$ cat config.mk
export PLATFORM = sky130hd
export DESIGN_NAME = spi_controller_target_port
export DESIGN_NICKNAME = d
export VERILOG_FILES = /design/src/pkg/spi_port_pkg.sv /design/src/hdl/spi_controller_target_port.sv
export VERILOG_INCLUDE_DIRS = /design/src /design/src/pkg
export SDC_FILE = /design/constraint.sdc
export NUM_CORES = 1
export LEC_CHECK = 0
export ABC_AREA = 1
export BUFFER_PORTS_ARGS = -buffer_cell sky130_fd_sc_hd__buf_2
export CAP_MARGIN = 10
export CORE_MARGIN = 2
export CORE_UTILIZATION = 50
export CTS_CLUSTER_DIAMETER = 30
export DETAILED_ROUTE_END_ITERATION = 8
export PLACE_DENSITY = 0.72
export SYNTH_ARGS = -nofsm -noshare
export SYNTH_HDL_FRONTEND = slang
export SYNTH_SLANG_ARGS = --single-unit
$ cat constraint.sdc
create_clock -name clk_sys -period 2.9 [get_ports clk_sys]
set_input_delay 0.29 -clock clk_sys [delete_from_list [all_inputs] [get_ports clk_sys]]
set_output_delay 0.29 -clock clk_sys [all_outputs]
set_load 0.01 [all_outputs]
$ cat src/pkg/spi_port_regs.svh
// Register offsets, field positions, reset values and timing counts of the serial port
`ifndef SPI_PORT_REGS_SVH
`define SPI_PORT_REGS_SVH

// ****************************************
// Register map
// ****************************************
`define CTRL_OFFSET 6'h0D
`define STAT_OFFSET 6'h0E
`define DATA_OFFSET 6'h0F
`define CTRL_RESET 8'h00
`define STAT_RESET 8'h00

// ****************************************
// Control fields
// ****************************************
`define CTRL_IRQ_EN 7
`define CTRL_PORT_EN 6
`define CTRL_LSB_FIRST 5
`define CTRL_CONTROLLER 4
`define CTRL_IDLE_LEVEL 3
`define CTRL_SAMPLE_PHASE 2

// ****************************************
// Status fields
// ****************************************
`define STAT_DONE 7
`define STAT_COLL 6
`define STAT_DOUBLE 0

// ****************************************
// Timing (half serial periods, system cycles)
// ****************************************
`define HALF_DIV4 8'h02
`define HALF_DIV16 8'h08
`define HALF_DIV64 8'h20
`define HALF_DIV128 8'h40
`define BITS_PER_BYTE 4'h8

`endif

$ cat src/pkg/spi_port_pkg.sv
// Types shared by the serial port design
package spi_port_pkg;

    // ****************************************
    // Controller state
    // ****************************************
    typedef enum logic [1:0] {
        CTL_IDLE,
        CTL_LEAD,
        CTL_TRAIL
    } ctl_state_type;

endpackage : spi_port_pkg

$ cat src/hdl/spi_controller_target_port.sv
// Byte-wide serial port working as controller or target behind an 8-bit register port
`timescale 1ns/1ps
`default_nettype none
`include "spi_port_regs.svh"

module spi_controller_target_port
    import spi_port_pkg::*;
(
    input wire logic clk_sys,
    input wire logic rstn,
    input wire logic [5:0] io_addr,
    input wire logic io_wr,
    input wire logic io_rd,
    input wire logic [7:0] io_wdata,
    output logic [7:0] io_rdata,
    input wire logic global_irq_en,
    input wire logic irq_ack,
    output logic irq_req,
    input wire logic sclk_in,
    output logic sclk_out,
    output logic sclk_oe,
    input wire logic copi_in,
    output logic copi_out,
    output logic copi_oe,
    input wire logic cipo_in,
    output logic cipo_out,
    output logic cipo_oe,
    input wire logic sel_n_in,
    output logic sel_n_out,
    output logic sel_n_oe,
    input wire logic sclk_dir_out,
    input wire logic copi_dir_out,
    input wire logic cipo_dir_out,
    input wire logic sel_dir_out,
    input wire logic sel_level,
    output logic [7:0] rx_word,
    output logic rx_word_valid,
    input wire logic rx_word_ready
);

    // ****************************************
    // Pin synchronisers
    // ****************************************
    logic [7:0] ctrl_q, ctrl_d;
    logic [2:0] sync1_q, sync1_d;
    logic [2:0] sync2_q, sync2_d;
    logic sclk_prev_q, sclk_prev_d;
    logic sel_prev_q, sel_prev_d;

    // Two stages for sclk, data-in and select; only stage two is looked at
    always_comb begin
        sync1_d = {sclk_in, (copi_in & ~ctrl_q[`CTRL_CONTROLLER])
                   | (cipo_in & ctrl_q[`CTRL_CONTROLLER]), sel_n_in};
        sync2_d = sync1_q;
        sclk_prev_d = sync2_q[2];
        sel_prev_d = sync2_q[0];
    end

    always_ff @(posedge clk_sys or negedge rstn) begin
        if (!rstn) begin
            sync1_q <= 3'h7;
            sync2_q <= 3'h7;
            sclk_prev_q <= 1'b1; // Matches the synchroniser reset, so no false edge
            sel_prev_q <= 1'b1;
        end else begin
            sync1_q <= sync1_d;
            sync2_q <= sync2_d;
            sclk_prev_q <= sclk_prev_d;
            sel_prev_q <= sel_prev_d;
        end
    end

    // ****************************************
    // Registers and shifter state
    // ****************************************
    logic done_q, done_d;
    logic coll_q, coll_d;
    logic dbl_q, dbl_d;
    logic armed_q, armed_d;
    logic [7:0] shift_q, shift_d;
    logic [3:0] bitcnt_q, bitcnt_d;
    logic [7:0] div_q, div_d;
    logic sclk_q, sclk_d;
    // Receive side kept apart from the send shifter; own clock is read back
    logic [7:0] rxsh_q, rxsh_d;
    logic [3:0] rxcnt_q, rxcnt_d;
    logic byte_q, byte_d;
    logic [7:0] rx_buf_q, rx_buf_d;
    ctl_state_type st_q, st_d;

    // Two-entry receive buffer towards the user side
    logic [7:0] fifo_q [0:1];
    logic [7:0] fifo_d [0:1];
    logic [1:0] fcnt_q, fcnt_d;
    logic rd_ptr_q, rd_ptr_d;

    logic is_ctl, en, sel_low, sel_rise, t_lead, t_trail, data_acc;
    logic ctl_tick, do_sample, do_shift, push, pop, busy;
    logic [7:0] half;
    logic [7:0] shift_tmp;

    // Combinational role, edge and rate decode
    always_comb begin
        is_ctl = ctrl_q[`CTRL_CONTROLLER];
        en = ctrl_q[`CTRL_PORT_EN];
        sel_low = ~sync2_q[0];
        sel_rise = sync2_q[0] & ~sel_prev_q;
        // Leading edge is away from idle level, trailing back to it
        t_lead = (sync2_q[2] != sclk_prev_q) && (sync2_q[2] != ctrl_q[`CTRL_IDLE_LEVEL]);
        t_trail = (sync2_q[2] != sclk_prev_q) && (sync2_q[2] == ctrl_q[`CTRL_IDLE_LEVEL]);
        unique case ({dbl_q, ctrl_q[1:0]})
            3'b000: half = `HALF_DIV4;
            3'b001: half = `HALF_DIV16;
            3'b010: half = `HALF_DIV64;
            3'b011: half = `HALF_DIV128;
            3'b100: half = `HALF_DIV4 >> 1;
            3'b101: half = `HALF_DIV16 >> 1;
            3'b110: half = `HALF_DIV64 >> 1;
            default: half = `HALF_DIV128 >> 1;
        endcase
        ctl_tick = (div_q == half - 8'h01);
        data_acc = (io_wr | io_rd) && (io_addr == `DATA_OFFSET);
        busy = is_ctl ? ((st_q != CTL_IDLE) || (rxcnt_q != 4'h0) || byte_q)
                      : (rxcnt_q != 4'h0);
        pop = rx_word_valid & rx_word_ready;
    end

    // Next-state of the port, apart from the synchronisers and the receive buffer
    always_comb begin
        ctrl_d = ctrl_q;
        done_d = done_q;
        coll_d = coll_q;
        dbl_d = dbl_q;
        armed_d = armed_q;
        shift_d = shift_q;
        bitcnt_d = bitcnt_q;
        div_d = div_q;
        sclk_d = sclk_q;
        rxsh_d = rxsh_q;
        rxcnt_d = rxcnt_q;
        byte_d = byte_q;
        rx_buf_d = rx_buf_q;
        st_d = st_q;
        do_sample = 1'b0;
        do_shift = 1'b0;
        push = 1'b0;
        shift_tmp = shift_q;
        // Register writes
        if (io_wr && io_addr == `CTRL_OFFSET) begin
            ctrl_d = io_wdata;
        end
        if (io_wr && io_addr == `STAT_OFFSET) begin
            dbl_d = io_wdata[`STAT_DOUBLE];
        end
        // Status read arms the clear; the following data access finishes it
        if (io_rd && io_addr == `STAT_OFFSET && (done_q || coll_q)) begin
            armed_d = 1'b1;
        end
        if (data_acc && armed_q) begin
            done_d = 1'b0;
            coll_d = 1'b0;
            armed_d = 1'b0;
        end
        if (irq_ack) begin
            done_d = 1'b0;
        end
        if (!en) begin
            st_d = CTL_IDLE;
            bitcnt_d = 4'h0;
            rxcnt_d = 4'h0;
            byte_d = 1'b0;
            sclk_d = ctrl_d[`CTRL_IDLE_LEVEL];
        end else if (is_ctl) begin
            // Select pulled low as input: drop to target role
            if (!sel_dir_out && sel_low) begin
                ctrl_d[`CTRL_CONTROLLER] = 1'b0;
                done_d = 1'b1;
                st_d = CTL_IDLE;
                bitcnt_d = 4'h0;
                rxcnt_d = 4'h0;
                byte_d = 1'b0;
            end else begin
                unique case (st_q)
                    CTL_IDLE: begin
                        sclk_d = ctrl_q[`CTRL_IDLE_LEVEL];
                        if (io_wr && io_addr == `DATA_OFFSET && !busy) begin
                            shift_d = io_wdata;
                            bitcnt_d = `BITS_PER_BYTE;
                            div_d = 8'h00;
                            st_d = CTL_LEAD;
                        end
                    end
                    CTL_LEAD: begin
                        div_d = div_q + 8'h01;
                        if (ctl_tick) begin
                            div_d = 8'h00;
                            sclk_d = ~ctrl_q[`CTRL_IDLE_LEVEL];
                            st_d = CTL_TRAIL;
                            // First bit already stands, so the first lead sets up nothing
                            do_shift = ctrl_q[`CTRL_SAMPLE_PHASE] && bitcnt_q != 4'h8;
                        end
                    end
                    default: begin
                        div_d = div_q + 8'h01;
                        if (ctl_tick) begin
                            div_d = 8'h00;
                            sclk_d = ctrl_q[`CTRL_IDLE_LEVEL];
                            bitcnt_d = bitcnt_q - 4'h1;
                            st_d = (bitcnt_q == 4'h1) ? CTL_IDLE : CTL_LEAD;
                            do_shift = !ctrl_q[`CTRL_SAMPLE_PHASE] && bitcnt_q != 4'h1;
                        end
                    end
                endcase
                // Own clock read back through the synchroniser, so it lines up with data
                if (st_q != CTL_IDLE || rxcnt_q != 4'h0) begin
                    do_sample = ctrl_q[`CTRL_SAMPLE_PHASE] ? t_trail : t_lead;
                end
            end
        end else if (sel_rise) begin
            bitcnt_d = 4'h0;
            rxcnt_d = 4'h0;
        end else if (sel_low) begin
            // Target: edges of the incoming clock drive the shifter
            if (ctrl_q[`CTRL_SAMPLE_PHASE]) begin
                do_shift = t_lead && rxcnt_q != 4'h0;
                do_sample = t_trail;
            end else begin
                do_sample = t_lead;
                do_shift = t_trail && rxcnt_q != 4'h0;
            end
        end
        // Write while shifting is refused and flagged
        if (io_wr && io_addr == `DATA_OFFSET && busy) begin
            coll_d = 1'b1;
        end else if (io_wr && io_addr == `DATA_OFFSET && !is_ctl) begin
            shift_d = io_wdata;
        end
        // Shift moves the next bit out
        if (do_shift) begin
            shift_d = ctrl_q[`CTRL_LSB_FIRST] ? {1'b0, shift_q[7:1]}
                                              : {shift_q[6:0], 1'b0};
        end
        // Sample collects into the receive shifter; eighth bit completes the byte
        if (do_sample) begin
            shift_tmp = ctrl_q[`CTRL_LSB_FIRST] ? {sync2_q[1], rxsh_q[7:1]}
                                                : {rxsh_q[6:0], sync2_q[1]};
            rxsh_d = shift_tmp;
            rxcnt_d = rxcnt_q + 4'h1;
            if (rxcnt_q == 4'h7) begin
                rxcnt_d = 4'h0;
                rx_buf_d = shift_tmp;
                push = 1'b1;
                byte_d = is_ctl;
                if (!is_ctl) done_d = 1'b1;
            end
        end
        // Controller reports only once its clock has stopped and the last bit is in
        if (is_ctl && byte_d && st_d == CTL_IDLE) begin
            done_d = 1'b1;
            byte_d = 1'b0;
        end
    end

    // Serial output word bit, pin enables, interrupt request and register read-back
    always_comb begin
        copi_out = ctrl_q[`CTRL_LSB_FIRST] ? shift_q[0] : shift_q[7];
        cipo_out = copi_out;
        copi_oe = en & is_ctl & copi_dir_out;
        cipo_oe = en & ~is_ctl & sel_low & cipo_dir_out;
        sclk_out = sclk_q;
        sclk_oe = en & is_ctl & sclk_dir_out;
        sel_n_out = sel_level;
        sel_n_oe = is_ctl & sel_dir_out;
        irq_req = ctrl_q[`CTRL_IRQ_EN] & done_q & global_irq_en;
        unique case (io_addr)
            `CTRL_OFFSET: io_rdata = ctrl_q;
            `STAT_OFFSET: io_rdata = {done_q, coll_q, 5'h00, dbl_q};
            `DATA_OFFSET: io_rdata = rx_buf_q;
            default: io_rdata = 8'h00;
        endcase
    end

    // Receive buffer: a full buffer refuses the newest byte
    always_comb begin
        fifo_d[0] = fifo_q[0];
        fifo_d[1] = fifo_q[1];
        fcnt_d = fcnt_q;
        rd_ptr_d = rd_ptr_q;
        if (push && fcnt_q != 2'h2) begin
            fifo_d[rd_ptr_q ^ fcnt_q[0]] = rx_buf_d;
        end
        fcnt_d = fcnt_q + {1'b0, push && fcnt_q != 2'h2} - {1'b0, pop};
        if (pop) rd_ptr_d = ~rd_ptr_q;
        rx_word = fifo_q[rd_ptr_q];
        rx_word_valid = (fcnt_q != 2'h0);
    end

    always_ff @(posedge clk_sys or negedge rstn) begin
        if (!rstn) begin
            ctrl_q <= `CTRL_RESET;
            done_q <= 1'b0;
            coll_q <= 1'b0;
            dbl_q <= 1'b0;
            armed_q <= 1'b0;
            shift_q <= 8'h00;
            bitcnt_q <= 4'h0;
            div_q <= 8'h00;
            sclk_q <= 1'b0;
            rxsh_q <= 8'h00;
            rxcnt_q <= 4'h0;
            byte_q <= 1'b0;
            rx_buf_q <= 8'h00;
            st_q <= CTL_IDLE;
            fifo_q[0] <= 8'h00;
            fifo_q[1] <= 8'h00;
            fcnt_q <= 2'h0;
            rd_ptr_q <= 1'b0;
        end else begin
            ctrl_q <= ctrl_d;
            done_q <= done_d;
            coll_q <= coll_d;
            dbl_q <= dbl_d;
            armed_q <= armed_d;
            shift_q <= shift_d;
            bitcnt_q <= bitcnt_d;
            div_q <= div_d;
            sclk_q <= sclk_d;
            rxsh_q <= rxsh_d;
            rxcnt_q <= rxcnt_d;
            byte_q <= byte_d;
            rx_buf_q <= rx_buf_d;
            st_q <= st_d;
            fifo_q[0] <= fifo_d[0];
            fifo_q[1] <= fifo_d[1];
            fcnt_q <= fcnt_d;
            rd_ptr_q <= rd_ptr_d;
        end
    end

endmodule : spi_controller_target_port

`default_nettype wire

# Yosys cells after proc, flatten, opt, wreduce, memory -nomap -nowiden
# Index checks and enable logic that the tools add are counted.
# Widths: inputs -> output; s select.
# op_classes
n_addsub	6
n_lt_le_gt_ge	3
eq_ne	29
muxes	92
n_bitwise	24
reduce_logical	40
# op_table
op	count
$mux 8	19
$mux 1	47
$mux 4	11
$pmux 7 s6	1
$pmux 8 s3	1
$logic_and 1x1->1	21
$eq 6x4->1 const B	3
$bwmux 16	1
$and 1x1->1	13
$mux 2	6
$reduce_and 4->1	3
$eq 3x3->1 const B	3
$add 8x1->8 const B	1
$demux 8 s1	1
$eq 8x8->1	1
$ne 2x2->1 const B	4
$ne 4x2->1 const B	2
$ne 4x4->1 const B	2
$pmux 4 s2	1
$reduce_bool 2->1	4
$sub 8x1->8 const B	1
$not 1->1	6
$mux 5	1
$ne 5x2->1 const B	1
other kinds (29)	40
# word_totals
ff_bits	83
inputBits	30
output_inout_bits	26
elab_cells	217

# Logic depth before layout (Yosys ltp)
# Gate-level depths: netlist of the first run.
# logic_depth
depth_word	14
depth_mapped	18
depth_no_buf	17

# Least setup slack after synthesis of the first run
# OpenSTA, ideal clock, no wires.
# synth_timing
path_kind	register -> register
start	register ctrl_q[1]
end	register shift_q[2]
setup_time_ns	0.130
arrival_ns	1.967
required_ns	2.770
setup_slack_ns	0.803
path_stages_with_launch	16
n_path_buf	2
synth_period_minus_slack_ns	2.097
cell_sequence	dfrtp_1 -> buf_4 -> nor2_2 -> nand2_1 -> ha_1 -> inv_1 -> nand2_1 -> nand2_1 -> nand2_1 -> nand2_1 -> nand2_1 -> nor2_2 -> nand2_2 -> o21ai_4 -> buf_6 -> o21ai_0
# synth_via
elab_chain_cells	10
word_cells_on_any_way	16
cone_classes	1 x add/sub; 6 x eq/ne; 8 x mux; 1 x reduce/logical
# synth_rtl
item	line_no	text
start: declaration	spi_controller_target_port.sv:44	logic [7:0] ctrl_q, ctrl_d;
start signal: assignment	spi_controller_target_port.sv:300	ctrl_q <= `CTRL_RESET;
start signal: assignment	spi_controller_target_port.sv:319	ctrl_q <= ctrl_d;
$eq 3x3->1 (tied with other cells)	spi_controller_target_port.sv:111	unique case ({dbl_q, ctrl_q[1:0]})
$pmux 7 s6 (*)	spi_controller_target_port.sv:111	
$sub 8x1->8 (*)	spi_controller_target_port.sv:121	ctl_tick = (div_q == half - 8'h01);
$eq 8x8->1 (*)	spi_controller_target_port.sv:121	
$mux 1, on equally long branches	spi_controller_target_port.sv:205, spi_controller_target_port.sv:195	
$pmux 1 s2 (*)	spi_controller_target_port.sv:183	unique case (st_q)
$mux 1 (*)	spi_controller_target_port.sv:175	if (!sel_dir_out && sel_low) begin
$mux 1 (*)	spi_controller_target_port.sv:173	end else if (is_ctl) begin
$mux 1 (*)	spi_controller_target_port.sv:167	if (!en) begin
$mux 8 (*)	spi_controller_target_port.sv:239	if (do_shift) begin
net shift_d[2]	spi_controller_target_port.sv:80	logic [7:0] shift_q, shift_d;
end signal: assignment	spi_controller_target_port.sv:324	shift_q <= shift_d;
end: declaration	spi_controller_target_port.sv:80	
# The timed path passes the listed nets; every way through them passes the cells marked *.
# A chain may end at the register's enable or synchronous reset.

# Final worst setup path of the first run
# layout_timing
start	register ctrl_q[1]
end	register shift_q[6]
# Same word-level chain as after synthesis.

==> results.toml, run 1 <==
[power_and_ir_drop]
total_power_mw = 3.44
total_leakage_power_nw = 2.76
p_per_area_nw_per_um2 = 668
peakVddDrop_mv = 0.328

[hold_path]
holdCritPathClass = "primary input to asynchronous set/reset pin"

[clock_network]
worst_skew_pair.late_latency_ps = 370
cts_post_setup_buffers_inserted = 0
cts_htree_levels = 3
clkSinkCount = 83
cts_buffer_depth = 2
cts_tree = "yes"
cts-root-buf = "clkbuf_8"
clk_pin_slew_worst_paths_ps = 90
cts_made_buffers = 9
ctsResizeCount = 0
cts.hold.buffers_added = 0

[global_routing]
antenna_found_initial = 0
grt.total_usage_pct = 21.8
grt_max_degree = 84
overflow = 0
grt_pass1_wl_um = 17400
grt_pass1_vias = 3677

[status]
status = "completed"

[yosys]
syn_area_per_cell_sq_um = 7.86
yosysUniqueCellTypes = 41
syn_inst = 590
syn_nets = 629
synth-warning-count = 0
ys_seq_area_share_pct = 45.0
syn-cell-area_sq_um = 4640
ys_ff_latch = 83

[critical_path]
path_cells = "nor2_2, nand2_1, ha_1, nand2_1, nand2_1, nand3_1, nand2_1, nor2_2, nand2_2, o21ai_4, o211ai_1, o21ai_0"
crit_end = "shift_q[6]$_DFF_PN0_"
cp-start-kind = "flop"
ff2ff_path_depth = 12
worstPathArrival_ps = 2790
path_max_fanout = 16
cpPeakStageDelay_ps = 490
r2r-end = "shift_q[6]$_DFF_PN0_"
crit_top_cell = "nand2_1"
criticalPathCategory = "flop to flop"
slowest_stage = "dfrtp_1"
end_kind = "flop"
required_ps = 3160
rrSetupSlack_ps = 380
reg2reg_from = "ctrl_q[1]$_DFFE_PN0P_"
startpoint = "ctrl_q[1]$_DFFE_PN0P_"

[placed_design]
pre_cts_slack_ps = 483
gp_congestion = 0.891
placedCellCount = 740
dp_hpwl_um = 7670
portBuffers = 53

[cells_and_area]
final_common_cell = "nand2_1"
seq_area_sq_um = 2090
layout_common_cells = "nand2_1, dfrtp_1, inv_1, buf_2, o21ai_0"
layout.nets = 681
layout-area-overhead-vs-synth_pct = 11.1
n_antenna_cell = 0
drive_above_1_share_pct = 21.6
final_cells = 758
multi_input_area_sq_um = 2070
n_fill_cell = 864

[floorplanning]
dieArea_sq_um = 10100
ioPinCount = 56
fp-row-count = 35
start_util_pct = 50.9
die_y_um = 100
die_w_um = 100
coreArea_sq_um = 9110

[timing]
fin_hold_ws_ps = 110
worst_slack_ps = 379
fin_skew_ps = 12.9
setup_viol = 0
timing.final.crit_share_pct = 86.9
slew_violations = 0
rsz0062_at_grt = "false"
max_freq_mhz = 397
hold_violations = 0
relSlewSlack_pct = 30.2
fin_crit_ps = 2520
finalSetupTns_ps = 0
worst_slew_pin_slew_ps = 1050

[routing]
drt_iter0_markers = 180
viasPerCell = 5.17
dr.pass1.iters = 5
vias = 3920
detail-route-antenna-nets = 0
drc = 0
postRouteWirelength_um = 10400
wl_per_cell_um = 13.7

[run]
cap_violations = 0
[worst max-delay path: cells and delay by family (launching register included)]
kind / cells / cell delay [ps]
AO/OA/AOI/OAI: 3 / 680
flip-flops: 1 / 490
adder cells (fa/ha/maj): 1 / 280
AND/OR/NAND/NOR: 8 / 970
[state kept, by name (all words and copies together), names as in the netlist, 2 cells and up]
signal,count
shift_q,8
st_q,2
rx_buf_q,8
sync1_q,3
rxsh_q,8
bitcnt_q,4
fifo_q,16
rxcnt_q,4
fcnt_q,2
div_q,8
sync2_q,3
ctrl_q,8
[final cells by class]
| class | count | share of cell area (%) |
|---|---|---|
| timing repair buffer | 58 | 6.02 |
| multi-input combinational | 394 | 40.2 |
| inverter | 96 | 7.01 |
| tap | 111 | 2.69 |
| clock buffer | 10 | 2.67 |
| clock inverter | 6 | 0.971 |
| sequential | 83 | 40.5 |
[where the power goes]
group	total, mW	switching [mW]	internal [mW]
registers	1.62	0.225	1.40
logic	1.02	0.662	0.360
clock network	0.798	0.455	0.343
total	3.44	1.34	2.10
[cells by family (layout without fill, tap and decap cells)]
logic type / after synthesis / after routing / synth area share (%)
buf+inv: 113 / 170 / 10.4
xor+xnor: 12 / 12 / 2.27
compound gates: 109 / 109 / 14.6
simple gates: 260 / 260 / 24.4
flops: 83 / 83 / 45.0
mux: 4 / 4 / 0.863
fa+ha+maj: 9 / 9 / 2.43
[per-stage QoR]
step                utilization [%]  area [sq um]
floorplan                         -          4640
global placement               54.3          4950
detailed placement             54.3          4950
CTS                            56.4          5140
global route                   56.6          5160
finish                         56.6          5160
[worst min path at each step]
stage / to / slack (ps) / cells past startpoint
global route: sync1_q[1]$_DFF_PN1_ / 120 / 3
detailed placement: sync2_q[0]$_DFF_PN1_ / 350 / 0
finish: rxsh_q[7]$_DFFE_PN0P_ / 110 / 1
global placement: sync2_q[1]$_DFF_PN1_ / 350 / 0
floorplan: armed_q$_DFFE_PN0P_ / -6 / 0
CTS: sync1_q[2]$_DFF_PN1_ / 7 / 1
[Yosys cell counts]
cell	number	area (sq um)
buf_6	4	45.0
o31ai_1	1	7.51
o221ai_1	3	26.3
nor4_1	2	12.5
a21oi_4	1	16.3
nand2_1	162	608
xor2_1	7	61.3
buf_4	6	45.0
o21ai_2	4	35.0
o21ai_0	39	195
nor3_1	5	25.0
nand4_1	3	18.8
o21ai_4	2	32.5
clkinv_2	1	5.00
and3_1	1	6.26
dfstp_2	8	210
nand2_2	13	81.3
o21ai_1	16	80.1
o211ai_1	9	67.6
ha_1	9	113
nor2_2	6	37.5
nand2_4	1	11.3
mux2i_1	4	40.0
inv_2	19	71.3
a21oi_1	15	75.1
nand3_2	2	20.0
or2_2	1	6.26
nand4_4	1	21.3
nor3b_1	1	7.51
nand3_1	32	160
clkbuf_1	4	15.0
o22ai_1	9	56.3
nor2_1	29	109
inv_1	74	278
clkinv_1	2	7.51
o32ai_1	2	17.5
dfrtp_1	75	1880
a21oi_2	8	70.1
xnor2_1	5	43.8
or2_4	1	8.76
buf_2	3	15.0
[metal layers]
layer	wire, um	global-route usage [%]
met5	0	0
met4	150	5.69
met3	494	5.08
met2	4760	34.0
met1	4980	30.8
No activity file was read; power rests on OpenSTA's default activity.
==> run 2: changes to the inputs <==
--- a/config.mk
+++ b/config.mk
@@ -10,10 +10,10 @@
 export BUFFER_PORTS_ARGS = -buffer_cell sky130_fd_sc_hd__buf_2
 export CAP_MARGIN = 10
 export CORE_MARGIN = 2
-export CORE_UTILIZATION = 50
+export CORE_UTILIZATION = 35
 export CTS_CLUSTER_DIAMETER = 30
 export DETAILED_ROUTE_END_ITERATION = 8
-export PLACE_DENSITY = 0.72
+export PLACE_DENSITY = 0.55
 export SYNTH_ARGS = -nofsm -noshare
 export SYNTH_HDL_FRONTEND = slang
 export SYNTH_SLANG_ARGS = --single-unit
==> run 2 against run 1 <==
Sequential power about the same. Non-clock buffer count down 2. Clock power rose by 43%. Via count is 0.26% lower. Combinational power hardly changed. Setup slack improved by 60 ps. Die area increased by 41%. Wire length rose by 6.5%. Critical endpoint is now io_rdata[5]. Highest routed layer unchanged.
==> results.toml, run 2 (synthesis gave the netlist of run 1 again) <==
[status]
status = "completed"

[cells_and_area]
multi_input_area_sq_um = 2070
largest_reg_flops = 16
layout_common_cells = "nand2_1, dfrtp_1, inv_1, buf_2, o21ai_0"
seq_area_sq_um = 2090
regMostFlops = "fifo_q"
final_core_utilization_pct = 40.7
final_common_cell = "nand2_1"
layout.nets = 679
drive_above_1_share_pct = 21.7
n_antenna_cell = 0
n_fill_cell = 1355
layout-area-overhead-vs-synth_pct = 14.7

[critical_path]
cp-start-kind = "flop"
reg2reg_from = "ctrl_q[1]$_DFFE_PN0P_"
end_kind = "primary output"
required_ps = 2610
startpoint = "ctrl_q[5]$_DFFE_PN0P_"
worstPathArrival_ps = 2170
path_max_fanout = 18
criticalPathCategory = "flop to primary output"

[timing]
max_freq_mhz = 406
relSlewSlack_pct = 31.9
fin_crit_ps = 2460
fin_skew_ps = 12.0
hold_violations = 0
fin_hold_ws_ps = 48.4
setup_viol = 0
slew_violations = 0
timing.final.crit_share_pct = 84.9
finalSetupTns_ps = 0
worst_slew_pin_slew_ps = 1020
rsz0062_at_grt = "false"
worst_slack_ps = 439

[power_and_ir_drop]
total_leakage_power_nw = 2.79
p_per_area_nw_per_um2 = 710
peakVddDrop_mv = 0.294

[hold_path]
worstHoldStart = "sclk_in"
holdCritPathClass = "primary input to flop"

[floorplanning]
die_y_um = 119
fp-row-count = 42
die_w_um = 119
ioPinCount = 56
dieArea_sq_um = 14200
start_util_pct = 35.5
coreArea_sq_um = 13100

[clock_network]
cts-root-buf = "clkbuf_16"
cts_tree = "yes"
cts.hold.buffers_added = 0
cts_buffer_depth = 2
cts_made_buffers = 9
clkSinkCount = 83
ctsResizeCount = 0
cts_htree_levels = 3
cts_post_setup_buffers_inserted = 0
worst_skew_pair.late_latency_ps = 340
clk_pin_slew_worst_paths_ps = 70

[global_routing]
grt_pass1_wl_um = 18600
grt.total_usage_pct = 16.4
grt_pass1_vias = 3732
grt_max_degree = 80
antenna_found_initial = 0
overflow = 0

[placed_design]
dp_hpwl_um = 8220
portBuffers = 53
pre_cts_slack_ps = 503
gp_congestion = 0.833

[routing]
wl_per_cell_um = 13.5
drt_iter0_markers = 259
detail-route-antenna-nets = 0
postRouteWirelength_um = 11100
viasPerCell = 4.76
vias = 3910
drc = 0
dr.pass1.iters = 4

[run]
cap_violations = 0
==> run 2: changes by cell type in the layout (fill, tap and decap cells not counted) <==
cell and change:
clkbuf_8 -10, clkbuf_16 +9, clkinv_4 -3, dlygate4sd3_1 -2
inv_6 +2, inv_8 +2, clkinv_2 -1, clkinvlp_4 +1
==> run 2: per-stage QoR <==
step | area (sq um) | cells | total power, mW
after floorplan | 4640 | 590 | 2.36
after global placement | 5030 | 805 | 2.64
after detailed placement | 5030 | 805 | 2.67
after CTS | 5320 | 821 | 3.81
after global routing | 5320 | 821 | 4.04
final | 5320 | 821 | 3.78
==> run 2: path summary, 6_finish.rpt <==
kind                       slack (ps)  depth (start not counted)                    end
setup / recovery                  440                          3            io_rdata[5]
hold / removal                     50                          1   sync1_q[2]$_DFF_PN1_
setup reg to reg                  460                         12   shift_q[1]$_DFF_PN0_
hold reg to reg                   360                          0   sync2_q[0]$_DFF_PN1_
max in group asynchronous        2000                          2  sclk_prev_q$_DFF_PN1_
min in group asynchronous         120                          1  rxsh_q[2]$_DFFE_PN0P_
==> run 2: routing by layer <==
metal	global-route usage, %	wire length [um]
met1	24.2	5590
met2	24.3	4920
met3	2.97	466
met4	5.21	86
met5	0	0
==> run 2: area by class of cell <==
cell class | instances | share of cell area (%)
Sequential cell | 83 | 39.2
Multi-Input combinational cell | 394 | 38.9
Inverter | 96 | 6.80
Timing Repair Buffer | 56 | 5.45
Clock buffer | 9 | 4.23
Tap cell | 176 | 4.14
Clock inverter | 7 | 1.25
==> run 2: critical path, stage by stage (launching register included) <==
cell      delay [ps]
dfrtp_1          750
clkinv_1         630
o22ai_1          280
buf_2            170
==> run 2: report_power, final <==
| part | switching [mW] | internal (mW) |
|---|---|---|
| sequential | 0.230 | 1.40 |
| clock | 0.531 | 0.605 |
| combinational | 0.659 | 0.356 |
| total | 1.42 | 2.36 |
